<file path="src/rtl/hrx_pkg.sv">
// Shared constants and carriers for the HDLC receive error handler.
// Assumes one 25 MHz APB clock and a 32-bit shared-memory master port.
package hrx_pkg;
    // ------------------------------------------------------------
    // Bit-level patterns and check sequence
    // ------------------------------------------------------------
    localparam logic [7:0] FLAG_PAT = 8'h7e;
    localparam logic [7:0] ABORT_PAT = 8'h7f;
    localparam logic [2:0] STUFF_RUN = 3'h5;
    localparam logic [2:0] DLY_DEPTH = 3'h6;
    localparam logic [15:0] CRC_INIT = 16'hffff;
    localparam logic [15:0] CRC_POLY = 16'h8408;
    localparam logic [15:0] CRC_GOOD = 16'hf0b8;

    // ------------------------------------------------------------
    // APB register offsets and fields
    // ------------------------------------------------------------
    localparam logic [7:0] REG_CTRL = 8'h00;
    localparam logic [7:0] REG_DESC = 8'h04;
    localparam logic [7:0] REG_IQ_BASE = 8'h08;
    localparam logic [7:0] REG_IRQ_STAT = 8'h0c;
    localparam logic [7:0] REG_IRQ_MASK = 8'h10;
    localparam logic [7:0] REG_STATE = 8'h14;
    localparam int CTRL_EN_BIT = 0;
    localparam int CTRL_MSG_MASK_BIT = 1;
    localparam int CTRL_INHIBIT_BIT = 2;
    localparam logic [2:0] CTRL_RST = 3'h0;
    localparam logic [3:0] IRQ_MASK_RST = 4'h0;
    localparam int IRQ_FCS = 0;
    localparam int IRQ_ALIGN = 1;
    localparam int IRQ_ABORT = 2;
    localparam int IRQ_EOM = 3;

    // ------------------------------------------------------------
    // Error codes, descriptor layout
    // ------------------------------------------------------------
    localparam logic [2:0] ERR_NONE = 3'h0;
    localparam logic [2:0] ERR_FCS = 3'h1;
    localparam logic [2:0] ERR_ALIGN = 3'h2;
    localparam logic [2:0] ERR_ABORT = 3'h3;
    localparam logic [31:0] DESC_CTL_OFS = 32'h0;
    localparam logic [31:0] DESC_NEXT_OFS = 32'h4;
    localparam logic [31:0] DESC_STAT_OFS = 32'h8;
    localparam int OWNER_BIT = 31;
    localparam logic OWNER_HOST = 1'b0;
    localparam logic DIR_RX = 1'b0;
    localparam logic [31:0] WORD_STEP = 32'h4;

    typedef struct packed {
        logic owner;
        logic [11:0] rsvd;
        logic [2:0] err;
        logic [15:0] count;
    } hrx_bstat_t;

    typedef struct packed {
        logic dir;
        logic [27:0] rsvd;
        logic [2:0] err;
    } hrx_iqe_t;

    typedef struct packed {
        logic req;
        logic we;
        logic [31:0] addr;
        logic [31:0] wdata;
    } hrx_mreq_t;
endpackage

</file>
<file path="src/rtl/hrx_rx_err.sv">
// Single-channel HDLC receiver with error handling and descriptor DMA.
// Assumes serial bits arrive synchronous to pclk with a one-cycle strobe,
// and a shared-memory slave that answers each request with mem_ack.
`timescale 1ns/1ns

// How it works
// - Flag a check-sequence error when the computed CRC residue is wrong.
// - Check-sequence error queues a receive interrupt entry unless masked.
// - All bytes of a check-sequence-error message reach memory first.
// - Check-sequence error returns descriptor to host unless status writes inhibited.
// - Flag alignment error when destuffed length is not a multiple of 8.
// - Alignment error queues a receive interrupt entry unless masked.
// - Alignment error stores every complete byte, then returns descriptor unless inhibited.
// - A 0 followed by seven 1s aborts the message in progress.
// - Abort queues a receive interrupt entry unless masked.
// - Bytes received before an abort stay in memory.
// - Abort returns descriptor to host with abort code unless inhibited.
// - After an error the next-message pointer is read from the descriptor.
// - After an error the receiver hunts for the next opening flag.
// - Descriptor ownership is confirmed before new data is written.
module hrx_rx_err (
    // Clock and reset
    input wire logic pclk,
    input wire logic presetn,
    // APB slave
    input wire logic [7:0] paddr,
    input wire logic psel,
    input wire logic penable,
    input wire logic pwrite,
    input wire logic [31:0] pwdata,
    output logic [31:0] prdata,
    output logic pready,
    output logic pslverr,
    // Serial receive link
    input wire logic rx_bit,
    input wire logic rx_bit_en,
    // Shared-memory master
    output hrx_pkg::hrx_mreq_t mem_o,
    input wire logic mem_ack,
    input wire logic [31:0] mem_rdata,
    // Interrupt
    output logic irq
);
    // ------------------------------------------------------------
    // Declarations
    // ------------------------------------------------------------
    typedef enum logic {B_HUNT, B_FRAME} hrx_framer_t;
    typedef enum logic [2:0] {D_IDLE, D_POLL, D_READY, D_WDATA, D_NEXT, D_STAT, D_IRQQ}
        hrx_dma_t;

    hrx_framer_t framer_ff;
    hrx_dma_t dma_ff;
    logic [2:0] ctrl_ff;
    logic [31:0] desc_ff, next_ff, buf_ff, iq_ff;
    logic [3:0] ista_ff, imask_ff;
    logic [31:0] prdata_ff;
    logic pready_ff, pslverr_ff, irq_ff;
    hrx_pkg::hrx_mreq_t mem_ff;
    logic [7:0] raw_ff, sh_ff, byte_ff;
    logic [2:0] ones_ff, dly_n_ff, bitpos_ff;
    logic [5:0] dly_ff;
    logic [15:0] crc_ff, nbytes_ff, cnt_ff, end_cnt_ff;
    logic byte_vld_ff, end_vld_ff;
    logic [2:0] end_err_ff, err_ff;

    function automatic logic [15:0] crc_step(input logic [15:0] c, input logic b);
        crc_step = (c[0] ^ b) ? ((c >> 1) ^ hrx_pkg::CRC_POLY) : (c >> 1);
    endfunction

    // ------------------------------------------------------------
    // APB decode
    // ------------------------------------------------------------
    wire apb_setup = psel && penable && !pready_ff;
    wire apb_done = psel && penable && pready_ff;
    wire apb_wr = apb_done && pwrite;
    wire hit_ctrl = paddr == hrx_pkg::REG_CTRL;
    wire hit_desc = paddr == hrx_pkg::REG_DESC;
    wire hit_iq = paddr == hrx_pkg::REG_IQ_BASE;
    wire hit_ista = paddr == hrx_pkg::REG_IRQ_STAT;
    wire hit_imask = paddr == hrx_pkg::REG_IRQ_MASK;
    wire hit_state = paddr == hrx_pkg::REG_STATE;
    wire hit_any = hit_ctrl || hit_desc || hit_iq || hit_ista || hit_imask || hit_state;
    wire [31:0] state_word = {13'h0, end_vld_ff, byte_vld_ff, framer_ff == B_FRAME,
                              nbytes_ff};
    wire [31:0] rd_word = hit_ctrl ? {29'h0, ctrl_ff} :
                          hit_desc ? desc_ff :
                          hit_iq ? iq_ff :
                          hit_ista ? {28'h0, ista_ff} :
                          hit_imask ? {28'h0, imask_ff} :
                          hit_state ? state_word : 32'h0;
    wire en = ctrl_ff[hrx_pkg::CTRL_EN_BIT];
    wire message_error_irq_mask = ctrl_ff[hrx_pkg::CTRL_MSG_MASK_BIT];
    wire rx_status_write_inhibit = ctrl_ff[hrx_pkg::CTRL_INHIBIT_BIT];

    // Wait state of one cycle keeps prdata on a flop before pready rises
    always_ff @(posedge pclk or negedge presetn) begin
        if (!presetn) begin
            pready_ff <= 1'b0;
            pslverr_ff <= 1'b0;
            prdata_ff <= 32'h0;
        end else begin
            pready_ff <= apb_setup;
            pslverr_ff <= apb_setup && !hit_any;
            if (apb_setup) begin
                prdata_ff <= pwrite ? 32'h0 : rd_word;
            end
        end
    end

    always_ff @(posedge pclk or negedge presetn) begin
        if (!presetn) begin
            ctrl_ff <= hrx_pkg::CTRL_RST;
            iq_ff <= 32'h0;
            imask_ff <= hrx_pkg::IRQ_MASK_RST;
        end else if (apb_wr) begin
            if (hit_ctrl) ctrl_ff <= pwdata[2:0];
            if (hit_iq) iq_ff <= pwdata;
            if (hit_imask) imask_ff <= pwdata[3:0];
        end else if (dma_ff == D_IRQQ && mem_ack) begin
            iq_ff <= iq_ff + hrx_pkg::WORD_STEP;
        end
    end

    // ------------------------------------------------------------
    // Bit-level processor
    // ------------------------------------------------------------
    wire bit_go = rx_bit_en && en;
    wire [7:0] raw_n = {raw_ff[6:0], rx_bit};
    wire flag_hit = raw_n == hrx_pkg::FLAG_PAT;
    wire abort_hit = raw_n == hrx_pkg::ABORT_PAT;
    wire stuffed = (ones_ff == hrx_pkg::STUFF_RUN) && !rx_bit;
    wire run_bit = (ones_ff >= hrx_pkg::STUFF_RUN) && rx_bit;
    wire data_bit = !stuffed && !run_bit;
    wire commit = data_bit && (dly_n_ff == hrx_pkg::DLY_DEPTH);
    wire cbit = dly_ff[5];
    wire any_rx = (nbytes_ff != 16'h0) || (bitpos_ff != 3'h0);
    wire [2:0] close_err = (bitpos_ff != 3'h0) ? hrx_pkg::ERR_ALIGN :
                           (crc_ff != hrx_pkg::CRC_GOOD) ? hrx_pkg::ERR_FCS :
                           hrx_pkg::ERR_NONE;
    wire in_frame = framer_ff == B_FRAME;
    wire msg_end = bit_go && in_frame && (flag_hit || abort_hit) && any_rx;
    wire [2:0] end_code = abort_hit ? hrx_pkg::ERR_ABORT : close_err;
    wire byte_done = bit_go && in_frame && !flag_hit && !abort_hit && commit &&
                     (bitpos_ff == 3'h7);
    wire byte_take = dma_ff == D_WDATA && mem_ack;
    wire end_take = dma_ff == D_NEXT && mem_ack;

    always_ff @(posedge pclk or negedge presetn) begin
        if (!presetn) begin
            framer_ff <= B_HUNT;
            raw_ff <= 8'h0;
            ones_ff <= 3'h0;
        end else if (!en) begin
            framer_ff <= B_HUNT;
        end else if (bit_go) begin
            raw_ff <= raw_n;
            ones_ff <= !rx_bit ? 3'h0 : (ones_ff == 3'h7) ? ones_ff : ones_ff + 3'h1;
            if (abort_hit || (flag_hit && end_code != hrx_pkg::ERR_NONE && any_rx)) begin
                framer_ff <= B_HUNT;
            end else if (flag_hit) begin
                framer_ff <= B_FRAME;
            end
        end
    end

    // Frame accumulation: six-bit delay hides the closing flag from the CRC
    always_ff @(posedge pclk or negedge presetn) begin
        if (!presetn) begin
            dly_ff <= 6'h0;
            dly_n_ff <= 3'h0;
            crc_ff <= hrx_pkg::CRC_INIT;
            sh_ff <= 8'h0;
            bitpos_ff <= 3'h0;
            nbytes_ff <= 16'h0;
        end else if (bit_go && (flag_hit || abort_hit || !in_frame)) begin
            dly_n_ff <= 3'h0;
            crc_ff <= hrx_pkg::CRC_INIT;
            bitpos_ff <= 3'h0;
            nbytes_ff <= 16'h0;
        end else if (bit_go && data_bit) begin
            dly_ff <= {dly_ff[4:0], rx_bit};
            if (!commit) dly_n_ff <= dly_n_ff + 3'h1;
            if (commit) begin
                crc_ff <= crc_step(crc_ff, cbit);
                sh_ff <= {cbit, sh_ff[7:1]};
                bitpos_ff <= bitpos_ff + 3'h1;
                if (bitpos_ff == 3'h7) nbytes_ff <= nbytes_ff + 16'h1;
            end
        end
    end

    // Hand-off to the DMA side; a new event wins over a same-cycle take
    always_ff @(posedge pclk or negedge presetn) begin
        if (!presetn) begin
            byte_vld_ff <= 1'b0;
            byte_ff <= 8'h0;
            end_vld_ff <= 1'b0;
            end_err_ff <= hrx_pkg::ERR_NONE;
            end_cnt_ff <= 16'h0;
        end else begin
            if (byte_done) begin
                byte_vld_ff <= 1'b1;
                byte_ff <= {cbit, sh_ff[7:1]};
            end else if (byte_take) begin
                byte_vld_ff <= 1'b0;
            end
            if (msg_end) begin
                end_vld_ff <= 1'b1;
                end_err_ff <= end_code;
                end_cnt_ff <= nbytes_ff;
            end else if (end_take) begin
                end_vld_ff <= 1'b0;
            end
        end
    end

    // ------------------------------------------------------------
    // DMA controller
    // ------------------------------------------------------------
    wire owned = mem_rdata[hrx_pkg::OWNER_BIT];
    wire desc_wr = apb_wr && hit_desc;
    hrx_pkg::hrx_bstat_t bstat;
    hrx_pkg::hrx_iqe_t iqe;
    assign bstat = '{owner: hrx_pkg::OWNER_HOST, rsvd: 12'h0, err: err_ff, count: cnt_ff};
    assign iqe = '{dir: hrx_pkg::DIR_RX, rsvd: 28'h0, err: err_ff};
    wire want_iq = err_ff != hrx_pkg::ERR_NONE && !message_error_irq_mask;

    always_ff @(posedge pclk or negedge presetn) begin
        if (!presetn) begin
            dma_ff <= D_IDLE;
            mem_ff <= '0;
            desc_ff <= 32'h0;
            next_ff <= 32'h0;
            buf_ff <= 32'h0;
            err_ff <= hrx_pkg::ERR_NONE;
            cnt_ff <= 16'h0;
        end else if (desc_wr) begin
            desc_ff <= pwdata;
            dma_ff <= D_IDLE;
            mem_ff <= '0;
        end else begin
            unique case (dma_ff)
                D_IDLE: if (en) begin
                    dma_ff <= D_POLL;
                    mem_ff <= '{req: 1'b1, we: 1'b0, addr: desc_ff, wdata: 32'h0};
                end
                D_POLL: if (mem_ack) begin
                    mem_ff.req <= 1'b0;
                    buf_ff <= {1'b0, mem_rdata[30:0]};
                    dma_ff <= owned ? D_READY : D_IDLE;
                end
                D_READY: if (byte_vld_ff) begin
                    dma_ff <= D_WDATA;
                    mem_ff <= '{req: 1'b1, we: 1'b1, addr: buf_ff, wdata: {24'h0, byte_ff}};
                end else if (end_vld_ff) begin
                    dma_ff <= D_NEXT;
                    err_ff <= end_err_ff;
                    cnt_ff <= end_cnt_ff;
                    mem_ff <= '{req: 1'b1, we: 1'b0, addr: desc_ff + hrx_pkg::DESC_NEXT_OFS,
                                wdata: 32'h0};
                end
                D_WDATA: if (mem_ack) begin
                    mem_ff.req <= 1'b0;
                    buf_ff <= buf_ff + 32'h1;
                    dma_ff <= D_READY;
                end
                D_NEXT: if (mem_ack) begin
                    next_ff <= mem_rdata;
                    dma_ff <= rx_status_write_inhibit ? D_IRQQ : D_STAT;
                    if (rx_status_write_inhibit) begin
                        mem_ff <= '{req: want_iq, we: 1'b1, addr: iq_ff, wdata: iqe};
                    end else begin
                        mem_ff <= '{req: 1'b1, we: 1'b1, addr: desc_ff + hrx_pkg::DESC_STAT_OFS,
                                    wdata: bstat};
                    end
                end
                D_STAT: if (mem_ack) begin
                    dma_ff <= D_IRQQ;
                    mem_ff <= '{req: want_iq, we: 1'b1, addr: iq_ff, wdata: iqe};
                end
                D_IRQQ: if (mem_ack || !mem_ff.req) begin
                    mem_ff.req <= 1'b0;
                    desc_ff <= next_ff;
                    dma_ff <= D_IDLE;
                end
                default: dma_ff <= D_IDLE;
            endcase
        end
    end

    // ------------------------------------------------------------
    // Interrupt status, set wins over write-one-to-clear
    // ------------------------------------------------------------
    wire [3:0] ev = {msg_end && end_code == hrx_pkg::ERR_NONE,
                     msg_end && end_code == hrx_pkg::ERR_ABORT,
                     msg_end && end_code == hrx_pkg::ERR_ALIGN,
                     msg_end && end_code == hrx_pkg::ERR_FCS};
    wire [3:0] clr = (apb_wr && hit_ista) ? pwdata[3:0] : 4'h0;
    wire [3:0] nxt_ista = (ista_ff & ~clr) | ev;

    always_ff @(posedge pclk or negedge presetn) begin
        if (!presetn) begin
            ista_ff <= 4'h0;
            irq_ff <= 1'b0;
        end else begin
            ista_ff <= nxt_ista;
            irq_ff <= |(nxt_ista & imask_ff);
        end
    end

    assign prdata = prdata_ff;
    assign pready = pready_ff;
    assign pslverr = pslverr_ff;
    assign mem_o = mem_ff;
    assign irq = irq_ff;
endmodule

</file>
<file path="config.mk">
export PLATFORM = sky130hd
export DESIGN_NAME = hrx_rx_err
export DESIGN_NICKNAME = d
export VERILOG_FILES = /design/src/rtl/hrx_pkg.sv /design/src/rtl/hrx_rx_err.sv
export SDC_FILE = /design/constraint.sdc
export NUM_CORES = 1
export LEC_CHECK = 0
export BUFFER_PORTS_ARGS = -buffer_cell sky130_fd_sc_hd__buf_2
export CAP_MARGIN = 20
export CORE_ASPECT_RATIO = 2
export CORE_MARGIN = 2
export CORE_UTILIZATION = 50
export CTS_CLUSTER_DIAMETER = 200
export CTS_CLUSTER_SIZE = 25
export DETAILED_ROUTE_END_ITERATION = 12
export PLACE_DENSITY = 0.67
export SLEW_MARGIN = 25
export SYNTH_ARGS = -nofsm -noshare
export SYNTH_HDL_FRONTEND = slang
export SYNTH_SLANG_ARGS = --single-unit
</file>
<file path="constraint.sdc">
create_clock -name pclk -period 3.2 [get_ports pclk]
set_input_delay 0.64 -clock pclk [delete_from_list [all_inputs] [get_ports pclk]]
set_output_delay 0.64 -clock pclk [all_outputs]
set_load 0.02 [all_outputs]
</file>
Word-level counts from Yosys, hierarchy flattened:

Index checks and enable logic that the tools add are counted.

* bits in registers: 354
* input port bits: 80
* output and inout port bits: 101
* word-level logic and storage cells: 242

* $add $sub $neg: 8
* order comparisons: 1
* equality and inequality tests: 36
* multiplexer cells: 67
* bitwise logic cells: 9
* reduce and logical (&&, ||, !) cells: 89

Operators by type and width (count)
* $mux W66: 7
* $mux W32: 12
* $pmux W65 S4: 1
* $mux W16: 8
* $add A32 B3 Y32 const B: 2
* $pmux W32 S2: 1
* $mux W19: 3
* $mux W3: 17
* $add A32 B1 Y32 const B: 1
* $add A32 B4 Y32 const B: 1
* $logic_and A1 B1 Y1: 31
* $eq A3 B3 Y1 const B: 7
* $pmux W3 S7: 1
* $reduce_and A2 Y1: 9
* $reduce_bool A2 Y1: 9
* $add A16 B1 Y16 const B: 1
* $eq A8 B4 Y1 const B: 2
* $eq A8 B5 Y1 const B: 2
* $eq A8 B7 Y1 const B: 2
* $ne A16 B16 Y1 const B: 1
* $reduce_bool A16 Y1: 1
* $ne A3 B3 Y1 const B: 5
* $reduce_and A7 Y1: 2
* $reduce_and A3 Y1: 4
* 33 further kinds: 80

Logic depth before layout (Yosys ltp):

Gate-level depths: netlist (run 1).

* depth in word-level cells: 11
* gate-level depth with buffers: 10
* mapped depth without buffers: 8

Worst setup path after synthesis (run 1):

OpenSTA, ideal clock, no wires.

* path type: input-to-reg
* from: input port paddr[0]
* to: register ctrl_ff[0]
* library setup time: 0.125 ns
* data arrival time: 2.362 ns
* required time: 3.075 ns
* path slack: 0.713 ns
* stages on the path: 5
* buffers on the path: 0
* cells stage by stage: or4_4 > or2_1 > or4_4 > nor2_2 > mux2_2

* cells in the longest elaborated chain, start to end: 2

RTL lines
* start, declared: RTL line hrx_rx_err.sv:26 `input wire logic [7:0] paddr,`
* $logic_not A8 Y1: RTL line hrx_rx_err.sv:76 `wire hit_ctrl = paddr == hrx_pkg::REG_CTRL;`
* $reduce_and A2 Y1 (no source line)
* end signal, assigned: RTL line hrx_rx_err.sv:112 `ctrl_ff <= hrx_pkg::CTRL_RST;`
* end signal, assigned: RTL line hrx_rx_err.sv:116 `if (hit_ctrl) ctrl_ff <= pwdata[2:0];`
* end, declared: RTL line hrx_rx_err.sv:53 `logic [2:0] ctrl_ff;`

Every way passes these cells.
A chain may end at the register's enable or synchronous reset.

Worst setup path after layout (run 1):

* from: register dma_ff[1]
* to: register mem_ff, in the netlist mem_o[51]

* cells in the longest elaborated chain, start to end: 3
* elaborated cells on any way between the ends: 12
* those cells by class: 7 x eq/ne; 2 x mux; 3 x reduce/logical

RTL lines
* start, declared: RTL line hrx_rx_err.sv:52 `hrx_dma_t dma_ff;`
* start signal, assigned: RTL line hrx_rx_err.sv:250 `dma_ff <= owned ? D_READY : D_IDLE;`
* start signal, assigned: RTL line hrx_rx_err.sv:269 `dma_ff <= rx_status_write_inhibit ? D_IRQQ : D_STAT;`
* $eq A3 B2 Y1, or another cell as far along: RTL line hrx_rx_err.sv:242 `unique case (dma_ff)`
* $ne A4 B4 Y1 (no source line), or another cell as far along
* $reduce_and A5 Y1 (no source line) or $mux W66 (tied branches)
* end signal, assigned: RTL line hrx_rx_err.sv:245 `mem_ff <= '{req: 1'b1, we: 1'b0, addr: desc_ff, wdata: 32'h0};`
* end signal, assigned: RTL line hrx_rx_err.sv:254 `mem_ff <= '{req: 1'b1, we: 1'b1, addr: buf_ff, wdata: {24'h0, byte_ff}};`
* end signal, assigned: RTL line hrx_rx_err.sv:259 `mem_ff <= '{req: 1'b1, we: 1'b0, addr: desc_ff + hrx_pkg::DESC_NEXT_OFS,`
* end, declared: RTL line hrx_rx_err.sv:58 `hrx_pkg::hrx_mreq_t mem_ff;`

Parallel ways exist; a longest one is shown, timed or not.

==> summary.md, run 1 <==
| Metric | Value |
|---|---|
| Initial drt markers | `1319` |
| Mux share of post-synthesis cell area | `0.07997` |
| Post-synth ARST share | `1.000` |
| Final worst slack | `0.2340 ns` |
| Via count | `15890` |
| Ys flop type | `dfrtp_1` |
| # DRC | `0` |
| Post-DP HPWL | `52350 um` |
| Worst skew pair latency | `0.57 ns` |
| Initial antenna violation count | `5` |
| Layout cells sized above 1 | `0.2158` |
| Post-synth top area share | `0.4605` |
| Netlist cell types | `92` |
| GRT Util Overall | `0.3810` |
| Largest family of logic cells by synthesized area | `compound AO/OA/AOI/OAI gates` |
| Total grt overflow | `0` |
| PortBufs | `166` |
| Top Family by Delay on Critical Path | `simple AND/OR/NAND/NOR gates` |
| Final setup vio count | `0` |
| Status | `complete, no violations` |
| Worst Path Buf+Inv | `0` |
| Register area | `8453 um^2` |
| Core Area | `34350 um^2` |
| Max-slew violation count | `0` |
| Critical path type | `reg2reg` |
| Initial Util | `0.5078` |
| Final WL | `68800 um` |
| Post-Synth XOR/XNOR Area | `0.009540` |
| Post-synth EDFFs | `0` |
| Pre-CTS setup slack | `0.2837 ns` |
| Startpoint types | `flip-flop` |
| WHS | `roughly 0.071 ns` |
| Post-route antenna net violation count | `0` |
| Die area | `36490 um^2` |
| RSZ-0062 raised after global routing | `false` |
| WP data required | `3.62 ns` |
| Routed length per placed instance | `28.38 um` |
| YS warnings | `0` |
| Std cell rows | `96` |
| Placer Congestion | `approximately 1.1` |
| CTS tree | `done` |
| Clock-pin slew on the worst setup and hold paths | `around 0.11 ns` |
| Total Neg Setup Slack | `0 ns` |
| Slew margin rel. | `0.4235` |
| Sink Count | `337` |
| Fillers | `3118` |
| Most common cell in the synthesized netlist | `dfrtp_1` |
| CTS Root Cell | `clkbuf_16` |
| Largest net degree at the start of global routing | `a little under 80` |
| Critical path cell sequence | `or3b_2 -> o21ai_0 -> nand2_1 -> o211a_1 -> nor3_1 -> nor2_1` |
| Commonest cells in the synthesized netlist | `321 x dfrtp_1, 231 x nand2_1, 159 x o21ai_0` |
| FF+latch count, synth | `337` |
| ANT cells | `0` |
| Area contributors post-synth | `dfrtp_1 46%, mux2_2 5.7%, nand2_1 5.0%` |
| Area leader, netlist | `dfrtp_1` |
| Final core utilization | `0.5710` |
| Ports | `181` |
| DRT Pass-1 Iters | `9` |
| Mapped Cells | `around 1800` |
| Sequential-to-total area share from yosys stat | `0.4846` |
| Chip Height | `roughly 270 um` |
| Chip width | `~140 um` |
| Arrival @ worst endpoint | `3.38 ns` |
| Global-route wire length before repair | `about 100000 um` |
| Final Critical Period | `~3.0 ns` |
| Footprint of the multi-input gates | `slightly above 8000 um^2` |
| Mapped Avg Cell Area | `between 9 and 10 um^2` |
| LEAKAGE | `slightly below 9 nW` |
| Clock Path Buffers | `3` |
| PwrDens | `approximately 630 nW/um^2` |
| Post-synthesis simple-gate area fraction | `0.1708` |
| Period utilization | `0.9269` |
| Max cap viols | `0` |
| Area Growth Syn to Fin | `12.45%` |
| Drt via density | `approximately 6.6` |
| Synthesized area | `17440 um^2` |
| Number of global-route vias before repair | `15640` |
| Htree depth | `1` |
| Total CTS buffers | `17` |
| Fin nets | `2066` |
| Hold Crit Class | `in2async` |
| Slowest stage delay, CP | `~0.74 ns` |
| Worst-path fanout max | `17` |
| Compound-Gate Fraction of Synth Area | `0.1980` |
| Crit path capture type | `flip-flop` |
| Synth Area in Adders | `0.01004` |
| Skew final | `0.04805 ns` |
| Number of hold buffers added after cts | `0` |
| Fin. Hold Viols | `0` |
| Slew @ Worst Pin | `roughly 0.86 ns` |
| Fmax | `around 0.34 GHz` |
| Max VDD drop | `0.6265 mV` |
| Worst path slowest cell | `dfrtp_1` |
==> report_power, final <==
part | switching (W) | leakage, nW | internal, W
combinational | 0.00215 | 4.10 | 0.00136
sequential | 0.00121 | 4.34 | 0.00508
clock | 0.00148 | 0.234 | 0.00103
==> cell families (layout without fill, tap and decap cells) <==
group / Yosys count / in the layout
simple gates: 602 / 602
compound gates: 538 / 538
flops: 337 / 337
buf+inv: 183 / 331
mux: 128 / 128
xor+xnor: 19 / 19
fa+ha+maj: 14 / 14
other cells: 1 / 14
==> registers in the layout, summed over array words and instances (netlist names), 32 cells and up <==
register	cells
next_ff	32
mem_o	52
iq_ff	32
desc_ff	32
prdata	32
buf_ff	32
==> timing repair <==
action | 4_1_cts | 5_1_grt
gates resized for setup | 0 | 1
buffers inserted | 0 | 0
setup endpoints to repair | 0 | 1
==> worst paths after layout <==
path                            slack (ns)                 endpoint             startpoint  depth (start not counted)
worst min-delay path                  0.07    mem_o[17]$_DFFE_PN0P_                presetn                          1
worst min register to register        0.48     mem_o[4]$_DFFE_PN0P_   mem_o[4]$_DFFE_PN0P_                          2
worst max-delay path                  0.23    mem_o[51]$_DFFE_PN0P_  dma_ff[1]$_DFFE_PN0P_                          6
worst max register to register        0.23    mem_o[51]$_DFFE_PN0P_  dma_ff[1]$_DFFE_PN0P_                          6
max in group asynchronous             2.31    buf_ff[1]$_DFFE_PN0P_                presetn                          2
min in group pclk                     0.30  desc_ff[17]$_DFFE_PN0P_             pwdata[17]                          3
==> metrics by stage <==
stage               instances  power (W)  instance area (um^2)
global route             2424    0.01284                 19620
finish                   2424    0.01231                 19620
global placement         2393   0.009659                 19100
CTS                      2423    0.01222                 19600
detailed placement       2393   0.009724                 19100
floorplan                1835   0.007914                 17490
==> layout by cell type (no fill, tap or decap), types with 15 or more instances in the layout <==
| master | synthesis | routed |
|---|---|---|
| a22o_1 | 21 | 21 |
| buf_4 | 19 | 90 |
| nor3_1 | 32 | 31 |
| dfrtp_1 | 321 | 321 |
| a21oi_1 | 125 | 125 |
| nor2_1 | 121 | 119 |
| nand2_1 | 231 | 231 |
| a22oi_1 | 37 | 37 |
| a31oi_1 | 19 | 19 |
| o21ai_0 | 159 | 158 |
| clkbuf_16 | 0 | 17 |
| dfstp_2 | 16 | 16 |
| o22a_1 | 16 | 15 |
| inv_1 | 34 | 34 |
| o22ai_1 | 30 | 30 |
| buf_2 | 34 | 165 |
| mux2i_1 | 37 | 37 |
| nand3_1 | 61 | 61 |
| and3_1 | 25 | 25 |
| nand4_1 | 28 | 28 |
| mux2_2 | 89 | 89 |
==> final cells by class <==
cell class                      count  area share
Inverter                           34    0.006506
Sequential cell                   337      0.4309
Tap cell                          441     0.02813
Clock inverter                      2    0.001276
Multi-Input combinational cell   1315      0.4215
Timing Repair Buffer              267     0.08789
Clock buffer                       28     0.02379
==> per-layer routing <==
metal	wire length [um]	global-route usage	part of all wire
met1	22240	0.3941	0.32
met2	33670	0.6383	0.49
met3	4970	0.07697	0.072
met4	7888	0.3488	0.11
met5	38	0	0.00055
Power figures use the tool's default switching activity.
==> run 2: changes to the inputs <==
--- a/config.mk
+++ b/config.mk
@@ -7,7 +7,6 @@
 export LEC_CHECK = 0
 export BUFFER_PORTS_ARGS = -buffer_cell sky130_fd_sc_hd__buf_2
 export CAP_MARGIN = 20
-export CORE_ASPECT_RATIO = 2
 export CORE_MARGIN = 2
 export CORE_UTILIZATION = 50
 export CTS_CLUSTER_DIAMETER = 200
==> summary.md, run 2 (synthesized netlist as in run 1, its figures left out) <==
| Metric | Value |
|---|---|
| Status | `complete, no violations` |
| Post-CTS Setup Bufs | `0 (unchanged)` |
| Slowest stage delay, CP | `0.56 ns (-0.18 ns)` |
| LEAKAGE | `8.511 nW (-2.0%)` |
| Chip width | `190.8 um (+40%)` |
| Commonest cells after routing, fill and taps aside | `321 x dfrtp_1, 231 x nand2_1, 165 x buf_2` |
| Placer Congestion | `0.9940 (-5.9%)` |
| GRT Util Overall | `0.3073 (-0.07373)` |
| Final worst slack | `0.4101 ns (+0.1760 ns)` |
| FF-to-FF Start | `dma_ff[1]$_DFFE_PN0P_` |
| Core Area | `34460 um^2 (+0.31%)` |
| Fin cells | `2405 (-0.78%)` |
| Worst-path fanout max | `16 (-1)` |
| RSZ-0062 raised after global routing | `false` |
| Global-route wire length before repair | `85500 um (-15%)` |
| Max VDD drop | `0.4715 mV (-25%)` |
| Number of global-route vias before repair | `14160 (-9.5%)` |
| Initial drt markers | `1499 (+14%)` |
| Post-DP HPWL | `42180 um (-19%)` |
| Area Growth Syn to Fin | `10.84%` |
| Total CTS buffers | `17 (unchanged)` |
| Initial antenna violation count | `1 (-4)` |
| Arrival @ worst endpoint | `3.18 ns (-0.20 ns)` |
| Startpoint types | `flip-flop` |
| Critical path cell sequence | `nand2b_1 -> o21ai_0 -> o21ai_1 -> a221oi_1 -> a211oi_1` |
| Slew margin rel. | `0.4203 (-0.003207)` |
| Met3 Usage GRT | `0.03220 (-0.04476)` |
| Fmax | `0.3584 GHz (+6.3%)` |
| Commonest non-fill, non-tap cell in the layout | `dfrtp_1` |
| Number of hold buffers added after cts | `0 (unchanged)` |
| Htree depth | `1 (unchanged)` |
| DRT Pass-1 Iters | `6 (-3)` |
| Crit path capture type | `flip-flop` |
| Hold Crit Class | `in2async` |
| Gr busiest metal | `met2` |
| Worst Path Buf+Inv | `0 (unchanged)` |
| Met1 global-route usage | `0.3978 (+0.003655)` |
| Largest net degree at the start of global routing | `85 (+10%)` |
| Post_cts resized | `0 (unchanged)` |
| Dpl cells | `2379 (-0.59%)` |
| Slew @ Worst Pin | `0.8616 ns (-0.003136 ns)` |
| Die area | `36400 um^2 (-0.25%)` |
| CTS Root Cell | `clkbuf_16` |
| Crit path launch | `dma_ff[1]$_DFFE_PN0P_` |
| Total grt overflow | `0 (unchanged)` |
| Final setup vio count | `0 (unchanged)` |
| CTS tree | `done` |
| Reg-to-reg slack, setup | `0.41 ns (+0.18 ns)` |
| WP data required | `3.59 ns (-0.03 ns)` |
| Max-slew violation count | `0 (unchanged)` |
| Max cap viols | `0 (unchanged)` |
| Chip Height | `190.8 um (-29%)` |
| PortBufs | `166 (unchanged)` |
| Final core utilization | `0.5611 (-0.009876)` |
| Top Family by Delay on Critical Path | `compound AO/OA/AOI/OAI gates` |
| Critical path type | `reg2reg` |
| Worst skew pair latency | `0.54 ns (-0.03 ns)` |
| Worst path slowest cell | `dfrtp_1` |
| Pre-CTS setup slack | `0.2324 ns (-0.05127 ns)` |
| Ports | `181 (unchanged)` |
| Fin nets | `2037 (-1.4%)` |
| Routed length per placed instance | `23.45 um (-17%)` |
| Clock-pin slew on the worst setup and hold paths | `0.10 ns (about the same)` |
| Period utilization | `0.8719 (-0.05501)` |
| Post-route antenna net violation count | `0 (unchanged)` |
| Final WL | `56410 um (-18%)` |
| PwrDens | `613.7 nW/um^2 (-2.2%)` |
| Sink Count | `337 (unchanged)` |
| Number of flip-flops under the largest register name | `52 (unchanged)` |
| Initial Util | `0.5062 (-0.001549)` |
| GR Util met2 | `0.4994 (-0.1389)` |
| Drt via density | `6.342 (-3.3%)` |
| # DRC | `0 (unchanged)` |
| Std cell rows | `68 (-29%)` |
| WHS | `0.1250 ns (+0.05357 ns)` |
| Fin. Hold Viols | `0 (unchanged)` |
| Final Critical Period | `2.790 ns (-0.1760 ns)` |
| Total Neg Setup Slack | `0 ns (unchanged)` |
| Skew final | `0.02473 ns (-0.02333 ns)` |
| Layout cells sized above 1 | `0.2032 (-0.01265)` |
| Via count | `15250 (-4.0%)` |
| Clock Path Buffers | `3 (unchanged)` |
==> run 2: cell types whose count changed in the layout (fill, tap and decap cells not counted), moves of 2 or more <==
cell | previous run | this run
a221oi_2 | 3 | 1
clkbuf_1 | 11 | 6
a221oi_1 | 13 | 15
buf_12 | 10 | 7
buf_4 | 90 | 65
==> run 2: layer usage <==
metal  vias up  part of all wire
li1       6893                 -
met1      7492              0.40
met2       721              0.47
met3       146             0.064
met4         0             0.068
met5         -                 0
==> run 2: worst paths after layout <==
check                                               to  cells after the start
worst max register to register   mem_o[40]$_DFFE_PN0P_                      5
min in group pclk               next_ff[7]$_DFFE_PN0P_                      2
max in group asynchronous       byte_ff[2]$_DFFE_PN0P_                      2
worst min register to register   raw_ff[5]$_DFFE_PN0P_                      2
worst max-delay path             mem_o[40]$_DFFE_PN0P_                      5
worst min-delay path            prdata[20]$_DFFE_PN0P_                      1
==> run 2: cell type report <==
cell class                      instances  area (um^2)
Multi-Input combinational cell       1315         8242
Clock buffer                           23        447.9
Antenna cell                            1        2.502
Inverter                               34        127.6
Timing Repair Buffer                  238         1469
Sequential cell                       337         8453
Clock inverter                          2        25.02
Tap cell                              455        569.3
Fill cell                            3141        15120
==> run 2: through the flow <==
step                area, um^2  total power, W
floorplan                17490        0.007914
global placement         18860        0.009372
detailed placement       18860        0.009459
CTS                      19330         0.01188
global route             19330         0.01243
finish                   19340         0.01187
==> run 2: power breakdown <==
part           internal (W)  total, W  switching [W]
logic               0.00125   0.00308        0.00183
clock network       0.00100   0.00241        0.00141
registers           0.00508   0.00638        0.00129
==> run 3: changes to the inputs <==
--- a/config.mk
+++ b/config.mk
@@ -8,11 +8,11 @@
 export BUFFER_PORTS_ARGS = -buffer_cell sky130_fd_sc_hd__buf_2
 export CAP_MARGIN = 20
 export CORE_MARGIN = 2
-export CORE_UTILIZATION = 50
+export CORE_UTILIZATION = 45
 export CTS_CLUSTER_DIAMETER = 200
 export CTS_CLUSTER_SIZE = 25
 export DETAILED_ROUTE_END_ITERATION = 12
-export PLACE_DENSITY = 0.67
+export PLACE_DENSITY = 0.62
 export SLEW_MARGIN = 25
 export SYNTH_ARGS = -nofsm -noshare
 export SYNTH_HDL_FRONTEND = slang
==> constraint.sdc (replaced) <==
create_clock -name pclk -period 2.9 [get_ports pclk]
set_input_delay 0.58 -clock pclk [delete_from_list [all_inputs] [get_ports pclk]]
set_output_delay 0.58 -clock pclk [all_outputs]
set_load 0.02 [all_outputs]
==> summary.md, run 3 (synthesized netlist as in run 1, its figures left out) <==
| Metric | Value |
|---|---|
| Initial antenna violation count | `2 (+1)` |
| Worst skew pair latency | `0.55 ns (about the same)` |
| Worst-path fanout max | `17 (+1)` |
| CTS tree | `done` |
| Initial drt markers | `1394 (-7.0%)` |
| CTS Root Cell | `clkbuf_16` |
| Post-DP HPWL | `45080 um (+6.9%)` |
| Clock Path Buffers | `3 (unchanged)` |
| Number of flip-flops under the largest register name | `52 (unchanged)` |
| Final Critical Period | `2.802 ns (+0.01251 ns)` |
| Slew @ Worst Pin | `1.105 ns (+0.2435 ns)` |
| Final WL | `59270 um (+5.1%)` |
| Core Area | `38470 um^2 (+12%)` |
| DRT Pass-1 Iters | `5 (-1)` |
| Largest net degree at the start of global routing | `73 (-14%)` |
| Layout cells sized above 1 | `0.2125 (+0.009294)` |
| Met1 wire length | `24370 um (+8.9%)` |
| Reg-to-reg slack, setup | `0.1 ns (-0.31 ns)` |
| LEAKAGE | `8.656 nW (+1.7%)` |
| PortBufs | `166 (unchanged)` |
| Fmax | `0.3568 GHz (-0.45%)` |
| Routed length per placed instance | `23.79 um (+1.4%)` |
| Area Growth Syn to Fin | `12.86%` |
| Hold Crit Class | `in2async` |
| Die area | `40360 um^2 (+11%)` |
| Htree depth | `1 (unchanged)` |
| Total CTS buffers | `17 (unchanged)` |
| WP data required | `3.32 ns (-0.27 ns)` |
| Fin cells | `2491 (+3.6%)` |
| Reg power frac | `0.528 (-0.009)` |
| Post-CTS Setup Bufs | `0 (unchanged)` |
| Slowest stage delay, CP | `0.63 ns (+0.07 ns)` |
| Max-slew violation count | `0 (unchanged)` |
| Chip width | `200.9 um (+5.3%)` |
| Crit path capture type | `flip-flop` |
| Routed length on met2 | `28220 um (+6.3%)` |
| Drt via density | `6.094 (-3.9%)` |
| Fin nets | `2060 (+1.1%)` |
| GRT Util Overall | `0.2909 (-0.01634)` |
| Max cap viols | `0 (unchanged)` |
| Clock power frac | `0.203 (about the same)` |
| Sw power | `0.005098 W (+12%)` |
| Period utilization | `0.9664 (+0.09451)` |
| Fin. Hold Viols | `0 (unchanged)` |
| Reg2reg end | `mem_o[40]$_DFFE_PN0P_` |
| Number of hold buffers added after cts | `0 (unchanged)` |
| RSZ-0062 raised after global routing | `false` |
| Chip Height | `200.9 um (+5.3%)` |
| Slew margin rel. | `0.2632 (-0.1570)` |
| Status | `complete, no violations` |
| Commonest cells after routing, fill and taps aside | `321 x dfrtp_1, 231 x nand2_1, 165 x buf_2` |
| Ports | `181 (unchanged)` |
| Arrival @ worst endpoint | `3.23 ns (+0.05 ns)` |
| Sink Count | `337 (unchanged)` |
| Via count | `15180 (-0.47%)` |
| Placer Congestion | `0.9160 (-7.8%)` |
| FF-to-FF path depth | `6 (+1)` |
| Startpoint types | `flip-flop` |
| PwrDens | `674.1 nW/um^2 (+9.8%)` |
| Initial Util | `0.4535 (-0.05276)` |
| Max Used Layer | `met5` |
| FF-to-FF Start | `dma_ff[1]$_DFFE_PN0P_` |
| Dpl cells | `2465 (+3.6%)` |
| Total grt overflow | `0 (unchanged)` |
| Std cell rows | `72 (+5.9%)` |
| Critical path type | `reg2reg` |
| Skew final | `0.02168 ns (-0.003048 ns)` |
| Commonest non-fill, non-tap cell in the layout | `dfrtp_1` |
| Fillers | `3641 (+16%)` |
| Switch share | `0.3841 (+0.002168)` |
| Max VDD drop | `0.5005 mV (+6.2%)` |
| P_int | `0.008173 W (+11%)` |
| Clock-pin slew on the worst setup and hold paths | `0.10 ns (about the same)` |
| Critical path cell sequence | `or3b_2 -> o21ai_0 -> o21ai_1 -> a221oi_1 -> buf_4 -> a211oi_1` |
| Post-route antenna net violation count | `0 (unchanged)` |
| DR WL met3 | `3160 um (-13%)` |
| # DRC | `0 (unchanged)` |
| Number of global-route vias before repair | `14800 (+4.5%)` |
| Total Neg Setup Slack | `0 ns (unchanged)` |
| Global-route wire length before repair | `90840 um (+6.2%)` |
| Final setup vio count | `0 (unchanged)` |
| Worst path slowest cell | `dfrtp_1` |
| Post_cts resized | `0 (unchanged)` |
| Logic pwr share | `0.269 (+0.010)` |
-- run 3: cell types whose count changed in the layout (fill, tap and decap cells not counted) --
cell and change:
buf_4 +15, buf_12 +8
-- run 3: cell type report --
type                       count  area (um^2)  share of cell area
sequential                   337         8453              0.4294
multi-input combinational   1315         8242              0.4186
timing repair buffer         261         1742             0.08847
tap                          518        648.1             0.03292
clock buffer                  23        447.9             0.02275
inverter                      34        127.6            0.006482
clock inverter                 2        25.02            0.001271
antenna                        1        2.502           0.0001271
-- run 3: critical path: cells and delay by family, from the launching register on --
family / cells / cell delay, ns
buffers and inverters: 1 / 0.20
flip-flops: 1 / 0.63
AND/OR/NAND/NOR: 1 / 0.55
AO/OA/AOI/OAI: 4 / 1.29
-- run 3: worst max path at each step --
stage | startpoint | end | slack, ns | depth (start not counted)
after floorplan | paddr[0] | ctrl_ff[0]$_DFFE_PN0P_ | 0.47 | 5
after global placement | paddr[4] | buf_ff[7]$_DFFE_PN0P_ | 0.07 | 6
after detailed placement | paddr[4] | buf_ff[14]$_DFFE_PN0P_ | 0.02 | 6
after CTS | dma_ff[1]$_DFFE_PN0P_ | mem_o[40]$_DFFE_PN0P_ | 0.18 | 6
after global routing | dma_ff[1]$_DFFE_PN0P_ | mem_o[40]$_DFFE_PN0P_ | 0.02 | 6
final | dma_ff[1]$_DFFE_PN0P_ | mem_o[40]$_DFFE_PN0P_ | 0.1 | 6
-- run 3: power by group through the flow --
stage               sequential, W  clock [W]  combinational (W)
detailed placement        0.00707          0            0.00353
global route              0.00708    0.00290            0.00393
finish                    0.00701    0.00270            0.00356
floorplan                 0.00656          0            0.00217
global placement          0.00704          0            0.00346
CTS                       0.00698    0.00276            0.00354
-- run 3: through the flow --
stage	setup slack [ns]	hold WS [ns]	instance area, um^2	total power (W)	utilization
6_report	0.09754	0.02000	19690	0.01327	0.5118
3_3_place_gp	0.07343	0.4501	19210	0.01051	0.4994
2_1_floorplan	0.4727	0.2844	17490	0.008732	-
4_1_cts	0.1772	0.03894	19690	0.01328	0.5117
3_5_place_dp	0.02023	0.4623	19210	0.01059	0.4994
5_1_grt	0.01767	0.06282	19690	0.01390	0.5117
-- run 3: routing by layer --
metal / vias to the layer above / track usage
li1: 6962 / -
met1: 7516 / 0.3849
met2: 575 / 0.4784
met3: 125 / 0.02760
met4: 2 / 0.1489
met5: - / 0
